--- config.mk ---
export PLATFORM = sky130hd
export DESIGN_NAME = mft_router
export DESIGN_NICKNAME = d
export VERILOG_FILES = /design/src/mft_pkg.sv /design/src/mft_pin_cell.sv /design/src/mft_router.sv
export SDC_FILE = /design/constraint.sdc
export NUM_CORES = 1
export LEC_CHECK = 0
export ABC_CLOCK_PERIOD_IN_PS = 1300
export BUFFER_PORTS_ARGS = -buffer_cell sky130_fd_sc_hd__clkbuf_2
export CORE_MARGIN = 1
export CORE_UTILIZATION = 40
export CTS_CLUSTER_DIAMETER = 30
export CTS_CLUSTER_SIZE = 20
export DETAILED_ROUTE_END_ITERATION = 12
export MAX_ROUTING_LAYER = met4
export PLACE_DENSITY_LB_ADDON = 0.3
export SYNTH_ARGS = -nofsm -noshare
export SYNTH_HDL_FRONTEND = slang
export SYNTH_SLANG_ARGS = --single-unit
--- constraint.sdc ---
create_clock -name sys_clk -period 1.3 [get_ports sys_clk]
set_clock_uncertainty 0.05 [all_clocks]
set_input_delay 0.065 -clock sys_clk [delete_from_list [all_inputs] [get_ports sys_clk]]
set_output_delay 0.065 -clock sys_clk [all_outputs]
set_load 0.01 [all_outputs]
--- src/mft_pkg.sv ---
// mft_pkg: shared types and constants for the multifunction pin router
// assumes: one clock domain, pin-level functions produced elsewhere
package mft_pkg;

    localparam int unsigned mft_sel_w = 4;

    // function select codes for one multifunction pin
    typedef enum logic [3:0] {
        mft_fn_irq_line = 4'h0,
        mft_fn_pci_irq = 4'h1,
        mft_fn_gen_in = 4'h2,
        mft_fn_gen_out = 4'h3,
        mft_fn_led = 4'h4,
        mft_fn_zv = 4'h5,
        mft_fn_audio = 4'h6,
        mft_fn_gpe = 4'h7,
        mft_fn_ring = 4'h8,
        mft_fn_deep_pwr = 4'h9,
        mft_fn_serial_irq = 4'ha,
        mft_fn_lock = 4'hb,
        mft_fn_clkrun = 4'hc
    } mft_func_type;

    // selector reset value: pin 3 comes up in its serial interrupt function, pin 6 in clkrun
    localparam logic [3:0] mft_sel_rst_pin3 = 4'ha;
    localparam logic [3:0] mft_sel_rst_other = 4'h0;

    // one pin: output, output enable
    typedef struct packed {
        logic drive;
        logic oe;
    } mft_pin_out_type;

    // signals that a pin may carry, as produced by the rest of the bridge
    typedef struct packed {
        logic pci_irq_a;
        logic pci_irq_b;
        logic led;
        logic zoomed_video;
        logic audio_pwm;
        logic general_purpose_event;
        logic ring_pme;
        logic deep_power_state_status;
        logic lock_out;
        logic lock_oe;
        logic clkrun_out;
        logic clkrun_oe;
        logic serialized_interrupt_out;
        logic serialized_interrupt_oe;
        logic sda_out;
        logic sda_oe;
        logic scl_out;
        logic scl_oe;
    } mft_src_type;

    // load sequence states
    typedef enum logic [2:0] {
        mft_st_idle = 3'b001,
        mft_st_load = 3'b010,
        mft_st_done = 3'b100
    } mft_state_type;

endpackage

--- src/mft_pin_cell.sv ---
// mft_pin_cell: output mux and enable for one multifunction pin
// assumes: select and sources registered in the sys_clk domain
`timescale 1ns/1ns
`default_nettype none
module mft_pin_cell
    import mft_pkg::*;
#(
    parameter logic [12:0] ALLOWED = 13'h1fff,
    parameter int unsigned IDX = 0
)
(
    // clock and reset
    input wire logic sys_clk,
    input wire logic rstn,
    // selection and sources
    input wire logic [3:0] sel,
    input wire mft_src_type src,
    input wire logic gen_out,
    input wire logic irq_line,
    // pin
    output mft_pin_out_type pin
);

    mft_pin_out_type pin_next;
    mft_pin_out_type pin_reg;

    always_comb
    begin
        pin_next = '0;
        if ((32'(sel) < $bits(ALLOWED)) && ALLOWED[sel])
        begin
            case (mft_func_type'(sel))
                mft_fn_irq_line:
                begin
                    pin_next.drive = irq_line;
                    pin_next.oe = 1'b1;
                end
                mft_fn_pci_irq:
                begin
                    pin_next.drive = 1'b0;
                    pin_next.oe = (IDX == 0) ? src.pci_irq_a : src.pci_irq_b;
                end
                mft_fn_gen_in: pin_next = '0;
                mft_fn_gen_out: pin_next = '{gen_out, 1'b1};
                mft_fn_led: pin_next = '{src.led, 1'b1};
                mft_fn_zv: pin_next = '{src.zoomed_video, 1'b1};
                mft_fn_audio: pin_next = '{src.audio_pwm, 1'b1};
                mft_fn_gpe: pin_next = '{src.general_purpose_event, 1'b1};
                mft_fn_ring: pin_next = '{src.ring_pme, 1'b1};
                mft_fn_deep_pwr:
                    pin_next = '{src.deep_power_state_status, 1'b1};
                mft_fn_serial_irq: pin_next = '{src.serialized_interrupt_out,
                    src.serialized_interrupt_oe};
                mft_fn_lock: pin_next = '{src.lock_out, src.lock_oe};
                mft_fn_clkrun: pin_next = '{src.clkrun_out, src.clkrun_oe};
                default: pin_next = '0;
            endcase
        end
    end

    always_ff @(posedge sys_clk)
    begin
        if (!rstn)
            pin_reg <= '0;
        else
            pin_reg <= pin_next;
    end

    assign pin = pin_reg;

endmodule
`default_nettype wire

--- src/mft_router.sv ---
// mft_router: multifunction pin routing, serial-bus strap, speaker, ring
// assumes: all pins enter through two flip-flops; rest on sys_clk
`timescale 1ns/1ns
`default_nettype none
module mft_router
    import mft_pkg::*;
#(
    parameter int unsigned SLOTS = 2
)
(
    // clock and reset
    input wire logic sys_clk,
    input wire logic rstn,
    // external reset and strap pins
    input wire logic global_reset_n,
    input wire logic pci_reset_n,
    input wire logic serial_strap,
    input wire logic suspend_n,
    // routing selects, pins 0..6
    input wire logic [27:0] route_sel,
    input wire logic [4:0] general_output,
    input wire logic [6:0] irq_line,
    input wire mft_src_type src,
    // ring indicate source choice
    input wire logic ring_sel_pme,
    input wire logic ring_indicate,
    input wire logic power_event,
    // card audio
    input wire logic [SLOTS-1:0] card_speaker_input,
    input wire logic [SLOTS-1:0] card_audio_input,
    // pin inputs
    input wire logic [6:0] multi_pin_in,
    // pin outputs
    output logic [6:0] multi_pin_out,
    output logic [6:0] multi_pin_oe,
    output logic [4:0] general_input,
    output logic speaker_output,
    output logic ring_indicate_output,
    // serial bus state
    output logic serial_bus_en,
    output logic eeprom_load_req,
    output logic sda_in,
    output logic regs_clear
);

    ////////////////////////////////////////////////////////////////////////
    // pin synchronisers
    localparam int unsigned sync_w = 7 + 4 + 2 * SLOTS;
    logic [sync_w-1:0] sync1_reg, sync2_reg, sync1_next, sync2_next;
    logic [6:0] pin_s;
    logic global_reset_s, pci_reset_s, strap_s, susp_s;
    logic [SLOTS-1:0] spk_s, aud_s;

    always_comb
    begin
        sync1_next = {multi_pin_in, global_reset_n, pci_reset_n, serial_strap,
            suspend_n, card_speaker_input, card_audio_input};
        sync2_next = sync1_reg;
    end

    always_ff @(posedge sys_clk)
    begin
        sync1_reg <= sync1_next;
        sync2_reg <= sync2_next;
    end

    assign {pin_s, global_reset_s, pci_reset_s, strap_s, susp_s, spk_s, aud_s} = sync2_reg;

    ////////////////////////////////////////////////////////////////////////
    // reset edges, strap capture, suspend protection
    logic global_reset_d_reg, global_reset_d_next, pci_reset_d_reg, pci_reset_d_next;
    logic ser_en_reg, ser_en_next;
    mft_state_type st_reg, st_next;
    logic clear_now;

    assign clear_now = (!global_reset_s || !pci_reset_s) && susp_s;

    always_comb
    begin
        global_reset_d_next = global_reset_s;
        pci_reset_d_next = pci_reset_s;
        ser_en_next = ser_en_reg;
        if (global_reset_s && !global_reset_d_reg)
            ser_en_next = !strap_s;
        st_next = st_reg;
        case (st_reg)
            mft_st_idle:
                if (ser_en_reg && pci_reset_s && !pci_reset_d_reg)
                    st_next = mft_st_load;
            mft_st_load:
                st_next = mft_st_done;
            mft_st_done:
                if (!pci_reset_s)
                    st_next = mft_st_idle;
            default:
                st_next = mft_st_idle;
        endcase
    end

    always_ff @(posedge sys_clk)
    begin
        if (!rstn)
        begin
            global_reset_d_reg <= 1'b1;
            pci_reset_d_reg <= 1'b1;
            ser_en_reg <= 1'b0;
            st_reg <= mft_st_idle;
        end
        else
        begin
            global_reset_d_reg <= global_reset_d_next;
            pci_reset_d_reg <= pci_reset_d_next;
            ser_en_reg <= ser_en_next;
            st_reg <= st_next;
        end
    end

    assign serial_bus_en = ser_en_reg;
    assign eeprom_load_req = (st_reg == mft_st_load);
    assign regs_clear = clear_now;

    ////////////////////////////////////////////////////////////////////////
    // routing select registers, kept while suspended
    logic [27:0] sel_reg, sel_next;
    localparam logic [27:0] sel_rst = {mft_fn_clkrun, mft_sel_rst_other,
        mft_sel_rst_other, mft_sel_rst_pin3, mft_sel_rst_other,
        mft_sel_rst_other, mft_sel_rst_other};

    always_comb
    begin
        if (clear_now)
            sel_next = sel_rst;
        else
            sel_next = route_sel;
    end

    always_ff @(posedge sys_clk)
    begin
        if (!rstn)
            sel_reg <= sel_rst;
        else
            sel_reg <= sel_next;
    end

    ////////////////////////////////////////////////////////////////////////
    // pin cells
    // allowed masks: bit n enables function code n
    localparam logic [12:0] allow0 = 13'h00ff;
    localparam logic [12:0] allow1 = 13'h00ff;
    localparam logic [12:0] allow2 = 13'h03fd;
    localparam logic [12:0] allow3 = 13'h0401;
    localparam logic [12:0] allow4 = 13'h0bfd;
    localparam logic [12:0] allow5 = 13'h02fd;
    localparam logic [12:0] allow6 = 13'h1001;
    localparam logic [90:0] allow_all = {allow6, allow5, allow4, allow3,
        allow2, allow1, allow0};

    mft_pin_out_type cell_out [7];
    logic [2:0] gidx [7];
    assign gidx = '{3'h0, 3'h1, 3'h2, 3'h0, 3'h3, 3'h4, 3'h0};

    genvar g;
    generate
        for (g = 0; g < 7; g++)
        begin : cells
            mft_pin_cell #(
                .ALLOWED(allow_all[13*g +: 13]),
                .IDX(g)
            ) u_cell (
                .sys_clk(sys_clk),
                .rstn(rstn),
                .sel(sel_reg[4*g +: 4]),
                .src(src),
                .gen_out(general_output[gidx[g]]),
                .irq_line(irq_line[g]),
                .pin(cell_out[g])
            );
        end
    endgenerate

    // serial bus overrides pins 1 and 4 while enabled
    always_comb
    begin
        for (int i = 0; i < 7; i++)
        begin
            multi_pin_out[i] = cell_out[i].drive;
            multi_pin_oe[i] = cell_out[i].oe;
        end
        if (ser_en_reg)
        begin
            multi_pin_out[1] = src.sda_out;
            multi_pin_oe[1] = src.sda_oe;
            multi_pin_out[4] = src.scl_out;
            multi_pin_oe[4] = src.scl_oe;
        end
    end

    assign sda_in = pin_s[1];

    ////////////////////////////////////////////////////////////////////////
    // general inputs, speaker, ring output
    logic [4:0] gin_reg, gin_next;
    logic spk_reg, spk_next, ring_reg, ring_next;

    always_comb
    begin
        gin_next = gin_reg;
        if (sel_reg[3:0] == mft_fn_gen_in)
            gin_next[0] = pin_s[0];
        if (sel_reg[7:4] == mft_fn_gen_in && !ser_en_reg)
            gin_next[1] = pin_s[1];
        if (sel_reg[11:8] == mft_fn_gen_in)
            gin_next[2] = pin_s[2];
        if (sel_reg[19:16] == mft_fn_gen_in && !ser_en_reg)
            gin_next[3] = pin_s[4];
        if (sel_reg[23:20] == mft_fn_gen_in)
            gin_next[4] = pin_s[5];
        spk_next = ^{spk_s, aud_s};
        ring_next = ring_sel_pme ? power_event : ring_indicate;
    end

    always_ff @(posedge sys_clk)
    begin
        if (!rstn)
        begin
            gin_reg <= '0;
            spk_reg <= 1'b0;
            ring_reg <= 1'b0;
        end
        else
        begin
            gin_reg <= gin_next;
            spk_reg <= spk_next;
            ring_reg <= ring_next;
        end
    end

    assign general_input = gin_reg;
    assign speaker_output = spk_reg;
    assign ring_indicate_output = ring_reg;

endmodule
`default_nettype wire

==> run summary, run 1 <==
The number of warnings reported in the yosys synthesis log came out at 0. The critical path crosses 3 cells after its start point. The average wire length per cell after detail routing came out at 14.9 um. The share of cells above drive strength 1 came out at 31.6%. The post-layout instance area is 5320 sq um. Across the run, the number of max-cap violations was 0.

The clock latency on the worst-skew pair is 0.36 ns. The clock slew at the register clock pins of the worst setup and hold paths is 0.09 ns. The actual slew at the worst max-slew pin is 0.421 ns. Setup repair after global routing could not meet its margin everywhere. For this run, the leading register cell type out of synthesis is dfxtp_1.

The die footprint came out at 10200 sq um. The final-layout fill cell count came out at 890. In the global route stage, overall resource usage came out at 21.6%. The worst reg2reg path depth came out at 4.

The number of rows created at floorplan is 35. Across all setup checks in the final design, the least slack found is -0.115 ns. The share of the clock period used by the worst path came out at 109%. The flow ran to the end, but the final reports show violations. The number of global-route vias before repair came out at 3396.

The slowest stage of the critical path is the dfxtp_4 cell. The count of buffers added on input and output ports is 100. From left edge to right edge, the die measures 101 um. Detailed routing inserted a total of 3585 vias. Along the worst hold path, the cell count comes to 3.

The total congestion overflow after global routing is 0. The final reports fail on setup timing. The highest clock frequency the design can meet is 707 MHz. The maximum number of pins on one net before global-route repair is 34. The gate count of the mapped netlist is 421. The non-filler instance count after layout came out at 693. The worst path in the final design needs a cycle of 1.42 ns, including I/O delays and setup. Leaving out fill and tap cells, the most frequent cells in the layout are clkbuf_2, dfxtp_1, dlygate4sd3_1, and2_1, nand2_1. The tightest min-delay check is of the in2reg type. Data arrives at the worst endpoint at 1.30 ns. The maximum net fanout on the critical path is 4. By area the synthesized netlist is led by dfxtp_1, mux2i_1, and2_1, o21ai_0, nand3b_1. The number of nets still failing antenna checks after routing is 0.

TritonCTS built the clock tree. The number of failing setup endpoints in the final timing report came out at 7. The area share of the leading cell type in the synthesized netlist is 45.0%. The routed wire length is 10300 um. The number of DRC markers in iteration 0 is 141.

In this run the tightest slew margin relative to its limit is 71.6%. The register with the most flip-flops in the layout has 28 of them. STA classifies the critical path startpoint as a register. The tree is rooted in a clkbuf_8. The effective utilization at floorplan is 41.7%. The worst setup path is of the reg2out kind. The height of the die is 101 um.

The count of buffer and inverter cells on the critical path is 2. After synthesis, flip-flops and latches occupy 45.0% of the total area. The worst register-to-register path begins at sel_reg[16].

The hold violation count in the final report is 0. The first-pass iteration count of the detailed router came out at 4. The post-synth net total is 499.

The I/O pin total came out at 103. The biggest cell delay along the critical path is 0.38 ns. The total power of the final layout is 5.91 mW. The largest total area in the synthesized netlist belongs to dfxtp_1.

The initial antenna violation count is 0. The global-route wire length before repair came out at 16100 um. The via-per-instance ratio is 5.17. The clock sink count came out at 88. In this run, synthesis produced a sequential element count of 88. Across the VDD grid, the largest voltage drop is 503 uV.

The total power divided by cell area came out at 1110 nW/um^2. The critical path starts at serial_bus_en. The congestion estimate from routability-driven global placement came to 0.860. The placement-stage cell area is 4560 sq um.

The layout overhead on the synthesized area is 36.1%. The per-instance average area after synthesis came out at 9.29 sq um. The number of antenna diodes in the final layout is 0. Data on the critical path is required at its endpoint by 1.19 ns. The library cell used most frequently in the layout, excluding fill and tap cells, is clkbuf_2. The post-layout net count is 637. The most critical setup path has its endpoint at multi_pin_oe[4]. In this run the most critical hold path is launched from rstn. The wire-length estimate of the detail-placed layout is 6990 um. The static leakage power came out at 2.20 nW.

The number of CTS-inserted buffers is 9. The count of different cell masters after synthesis came out at 48. The register-to-register path setup slack is -0.06 ns. Counting flops with a built-in enable in the synthesized netlist gives 0. The longest clock path from root to sink contains 2 buffers. The final number of max-transition violations came out at 0.

In this run the critical register-to-register path is captured at cells[4].u_cell.pin[1]. The number of H-tree levels is 3. The fraction of synthesis flops using an asynchronous set or reset pin is 0%. Counting tap cells, the placed design contains a total of 631 instances.

The area of the placeable core is 9370 sq um. The post-detailed-route DRC marker count is 0. STA classifies the critical path endpoint as an output pin. The synthesized cell area is 3910 sq um. Broken down by cell family, the worst path's largest delay share belongs to flip-flops.

Walking the worst path, the cells encountered are buf_12 > mux2_4 > clkbuf_2.
-- worst min-delay path by stage --
| stage | endpoint | slack [ns] |
|---|---|---|
| 2_1_floorplan | sync1_reg[0] | 0.04 |
| 3_3_place_gp | sync1_reg[2] | 0.12 |
| 3_5_place_dp | sync1_reg[7] | 0.12 |
| 4_1_cts | global_reset_d_reg | 0.03 |
| 5_1_grt | st_reg[0] | 0.05 |
| 6_report | global_reset_d_reg | 0.04 |
-- logic make-up (layout without fill, tap and decap cells) --
logic type      count (synthesis)  in the layout  synth area share [%]
xor+xnor                        5              5                  1.12
simple gates                  158            158                  23.7
buf+inv                        49            192                  6.49
mux                            31             31                  9.08
flops                          88             88                  45.0
compound gates                 90             90                  14.6
-- what timing repair did --
| action | CTS | global route |
|---|---|---|
| resized for setup | 11 | 27 |
| pin swaps | 2 | 2 |
| setup buffers | 1 | 1 |
| endpoints found under the setup margin | 12 | 18 |
| hold endpoints to repair | 50 | 0 |
| hold buffers | 44 | 0 |
-- worst reg2reg max path, stage by stage (launching register included) --
cell,delay [ns]
dfxtp_4,0.37
mux4_2,0.49
nand2_1,0.07
o21ai_1,0.06
o2111a_1,0.23
-- Yosys cell counts (all sizes together), types with 9 or more instances --
master / number
a31oi: 9
nand3b: 15
nor2b: 15
dfxtp: 88
nand2b: 9
clkbuf: 18
o21ai: 31
buf: 23
and2: 31
nand2: 29
nor2: 12
nor3: 12
mux2i: 22
a21oi: 18
-- through the flow --
| step | setup TNS (ns) | utilization [%] | setup WS (ns) | hold slack (ns) |
|---|---|---|---|---|
| final | -0.444 | 56.8 | -0.115 | 0.0411 |
| after global routing | -0.871 | 56.8 | -0.168 | 0.0488 |
| after CTS | -0.513 | 55.9 | -0.137 | 0.0299 |
| after detailed placement | -0.146 | 48.6 | -0.0627 | 0.119 |
| after global placement | -0.0672 | 48.6 | -0.0377 | 0.117 |
| after floorplan | -0.0792 | - | -0.0792 | 0.0427 |
-- where the power goes --
group          leakage, nW  switching [mW]  internal, mW
logic                 1.36           0.416         0.518
clock network        0.101            1.07         0.928
registers            0.737           0.125          2.85
total                 2.20            1.61          4.30
-- per-layer routing --
layer / global-route usage, % / routed length [um] / vias up / share of wire [%]
met3: 4.02 / 850 / 18 / 8.2
met4: 10.3 / 228 / 0 / 2.2
li1: - / - / 1770 / -
met1: 24.6 / 4100 / 1663 / 40
met5: - / 0 / - / 0
met2: 36.5 / 5140 / 134 / 50
-- final cells by class --
cell class	count	area (sq um)	area share, %
tap	129	161	3.03
inverter	8	30.0	0.564
clock buffer	9	124	2.33
sequential	88	1790	33.6
multi-input combinational	284	1960	36.9
timing repair buffer	168	1160	21.9
clock inverter	7	90.1	1.69
No activity file was read; power rests on OpenSTA's default activity.
==> run 2, diff against run 1 <==
--- a/config.mk
+++ b/config.mk
@@ -5,7 +5,7 @@
 export SDC_FILE = /design/constraint.sdc
 export NUM_CORES = 1
 export LEC_CHECK = 0
-export ABC_CLOCK_PERIOD_IN_PS = 1300
+export ABC_CLOCK_PERIOD_IN_PS = 1600
 export BUFFER_PORTS_ARGS = -buffer_cell sky130_fd_sc_hd__clkbuf_2
 export CORE_MARGIN = 1
 export CORE_UTILIZATION = 40
==> constraint.sdc (replaced) <==
create_clock -name sys_clk -period 1.6 [get_ports sys_clk]
set_clock_uncertainty 0.05 [all_clocks]
set_input_delay 0.08 -clock sys_clk [delete_from_list [all_inputs] [get_ports sys_clk]]
set_output_delay 0.08 -clock sys_clk [all_outputs]
set_load 0.01 [all_outputs]
==> run summary, run 2 (synthesis results as in run 1) <==
The flow ran to the end, and the final reports show no timing, DRC or antenna violations. The post-layout net count came out at 623 (-2.2%). The biggest cell delay along the critical path came out at 0.51 ns (+0.13 ns).

The relative slew slack was 68.4% (-3.1 points). The highest clock frequency the design can meet is 696 MHz. The met3 wirelength from detailed routing came out at 497 um (-42%). Setup repair after global routing left no endpoint under its margin.

The total congestion overflow after global routing came out at 0 (unchanged). STA classifies the critical path startpoint as a register. The length of routed met2 wiring came to 4610 um (-10%).

The cell internal power dissipation came to 3.42 mW (-20%). The type of the worst setup path is reg2reg. The critical path required time was 1.80 ns (+0.61 ns). The average wire length per cell after detail routing came out at 14.2 um (-4.7%). The total track usage is 20.3% (-1.2 points). The number of nets still failing antenna checks after routing was 0 (unchanged). The worst path arrival time is 1.64 ns (+0.34 ns).

The die footprint is 10200 sq um (unchanged). The count of buffer and inverter cells on the critical path is 0 (-2). The routability congestion estimate is 0.861 (about the same). The number of failing setup endpoints in the final timing report came to 0 (-7). The slowest stage of the critical path belongs to the cell mux4_2.

The total power divided by cell area is 918 nW/um^2 (-17%). On the critical path the largest part of the delay comes from multiplexers. The number of rows created at floorplan is 35 (unchanged).

The clock period could shrink to 1.44 ns. The final critical path takes up 89.8% of the cycle. The worst setup path is captured at a register. The via-per-instance ratio was 5.09 (-1.7%).

The number of CTS-inserted buffers was 9 (unchanged). The actual slew at the worst max-slew pin is 0.473 ns (+0.0515 ns). The total of buffers placed on input and output ports came out at 100 (unchanged). The clock sink count came out at 88 (unchanged). The layout overhead on the synthesized area came out at 29.5%. The via count is 3453 (-3.7%). The maximum number of pins on one net before global-route repair is 19 (-44%).

The number of post-CTS setup repair buffers is 0 (-1). The storage element area is 1760 sq um (-1.5%). In the layout the commonest cells are clkbuf_2, dfxtp_1, dlygate4sd3_1, and2_1, o21ai_0.

The global-route wire length before repair came to 15400 um (-4.8%). The initial antenna violation count came out at 0 (unchanged). The library cell used most frequently in the layout, excluding fill and tap cells, is clkbuf_2.

The number of DRC markers in iteration 0 is 147 (+4.3%). The maximum net fanout on the critical path came out at 3 (-1). The flip-flop count of the largest register after layout came out at 28 (unchanged).

The share of power burned in the clock network is 33.4% (-0.4 points). After detailed routing, no signal wire sits above met4. Walking the worst path, the cells encountered are mux4_2 > nand2_1 > o21ai_1 > o2111a_1. The area of the placeable core came out at 9370 sq um (unchanged). The number of H-tree levels came to 3 (unchanged). The I/O pin total is 103 (unchanged). The non-filler instance count after layout is 679 (-2.0%). The first-pass iteration count of the detailed router is 4 (unchanged). The horizontal die dimension is 101 um (unchanged). The total of max-cap violations is 0 (unchanged). The antenna diode instance count came out at 0 (unchanged).

The placed wire-length estimate after detailed placement is 6650 um (-5.0%). The static leakage power came out at 2.09 nW (-4.8%). The height of the die came out at 101 um (unchanged). The number of buffers on the longest clock path is 2 (unchanged). The number of global-route vias before repair is 3242 (-4.5%). The detailed-route wire length on metal 1 is 4290 um (+4.5%). The TritonCTS clock tree is done. The share of cells above drive strength 1 came out at 25.1% (-6.5 points). The maximum resistive drop on vdd came to 591 uV (+17%). The clock latency on the worst-skew pair came out at 0.35 ns (about the same). The cell count after placement is 620 (-1.7%).

The fraction of power spent switching nets is 26.4% (-0.87 points). The power spent charging and discharging nets came out at 1.23 mW (-24%). The share of total power in combinational logic came out at 14.4% (-1.4 points).

The tree is rooted in a clkbuf_8. The footprint of the multi-input gates is 1900 sq um (-3.3%). The clock slew at the register clock pins of the worst setup and hold paths was 0.09 ns (about the same).

The hold violation count in the final report came out at 0 (unchanged). The final number of max-transition violations is 0 (unchanged). The sum of negative setup slack came out at 0 ns (+0.444 ns). The post-detailed-route DRC marker count is 0 (unchanged). The effective utilization at floorplan is 41.7% (unchanged).

The final-layout fill cell count came to 898 (+0.90%). The routed wire length is 9630 um (-6.7%). The type of the worst min-delay path is in2reg. The sequential cell fraction of total power is 52.1% (+1.7 points).
run 2: stage by stage:
stage | util (%) | cell area, sq um | hold WS [ns] | setup WS [ns] | power [mW]
after floorplan | - | 3910 | 0.0577 | 0.203 | 2.83
after global placement | 47.3 | 4430 | 0.132 | 0.213 | 3.04
after detailed placement | 47.3 | 4430 | 0.134 | 0.169 | 3.06
after CTS | 54.0 | 5060 | 0.0306 | 0.0132 | 4.69
after global routing | 54.0 | 5060 | 0.0373 | 0.0787 | 4.87
final | 54.0 | 5060 | 0.0420 | 0.163 | 4.65
run 2: routing by layer:
layer | GRT usage, % | vias up
met5 | - | -
met4 | 11.8 | 0
met3 | 3.33 | 19
met2 | 31.6 | 104
met1 | 24.9 | 1589
li1 | - | 1741
run 2: final cells by class:
| type | instances | area share (%) |
|---|---|---|
| Clock inverter | 7 | 1.48 |
| Multi-Input combinational cell | 284 | 37.5 |
| Timing Repair Buffer | 154 | 20.0 |
| Inverter | 8 | 0.593 |
| Sequential cell | 88 | 34.8 |
| Clock buffer | 9 | 2.45 |
| Tap cell | 129 | 3.19 |
run 2: what timing repair did:
action | 4_1_cts | 5_1_grt
hold endpoints to repair | 49 | 0
resized for setup | 0 | 1
hold buffers | 43 | 0
setup endpoints to repair | 0 | 4
run 2: path summary, 6_finish.rpt:
| path | from | endpoint | slack, ns | cells past startpoint |
|---|---|---|---|---|
| hold reg to reg | sync1_reg[13] | sync2_reg[13] | 0.28 | 0 |
| setup / recovery | sel_reg[16] | cells[4].u_cell.pin[1] | 0.16 | 4 |
| hold / removal | rstn | global_reset_d_reg | 0.04 | 2 |
| setup reg to reg | sel_reg[16] | cells[4].u_cell.pin[1] | 0.16 | 4 |
run 2: power by group through the flow:
stage	Combinational, mW	Clock [mW]	Sequential [mW]
after CTS	0.670	1.60	2.42
after global routing	0.739	1.69	2.44
after floorplan	0.418	0	2.41
after global placement	0.571	0	2.47
after detailed placement	0.584	0	2.47
final	0.671	1.55	2.42
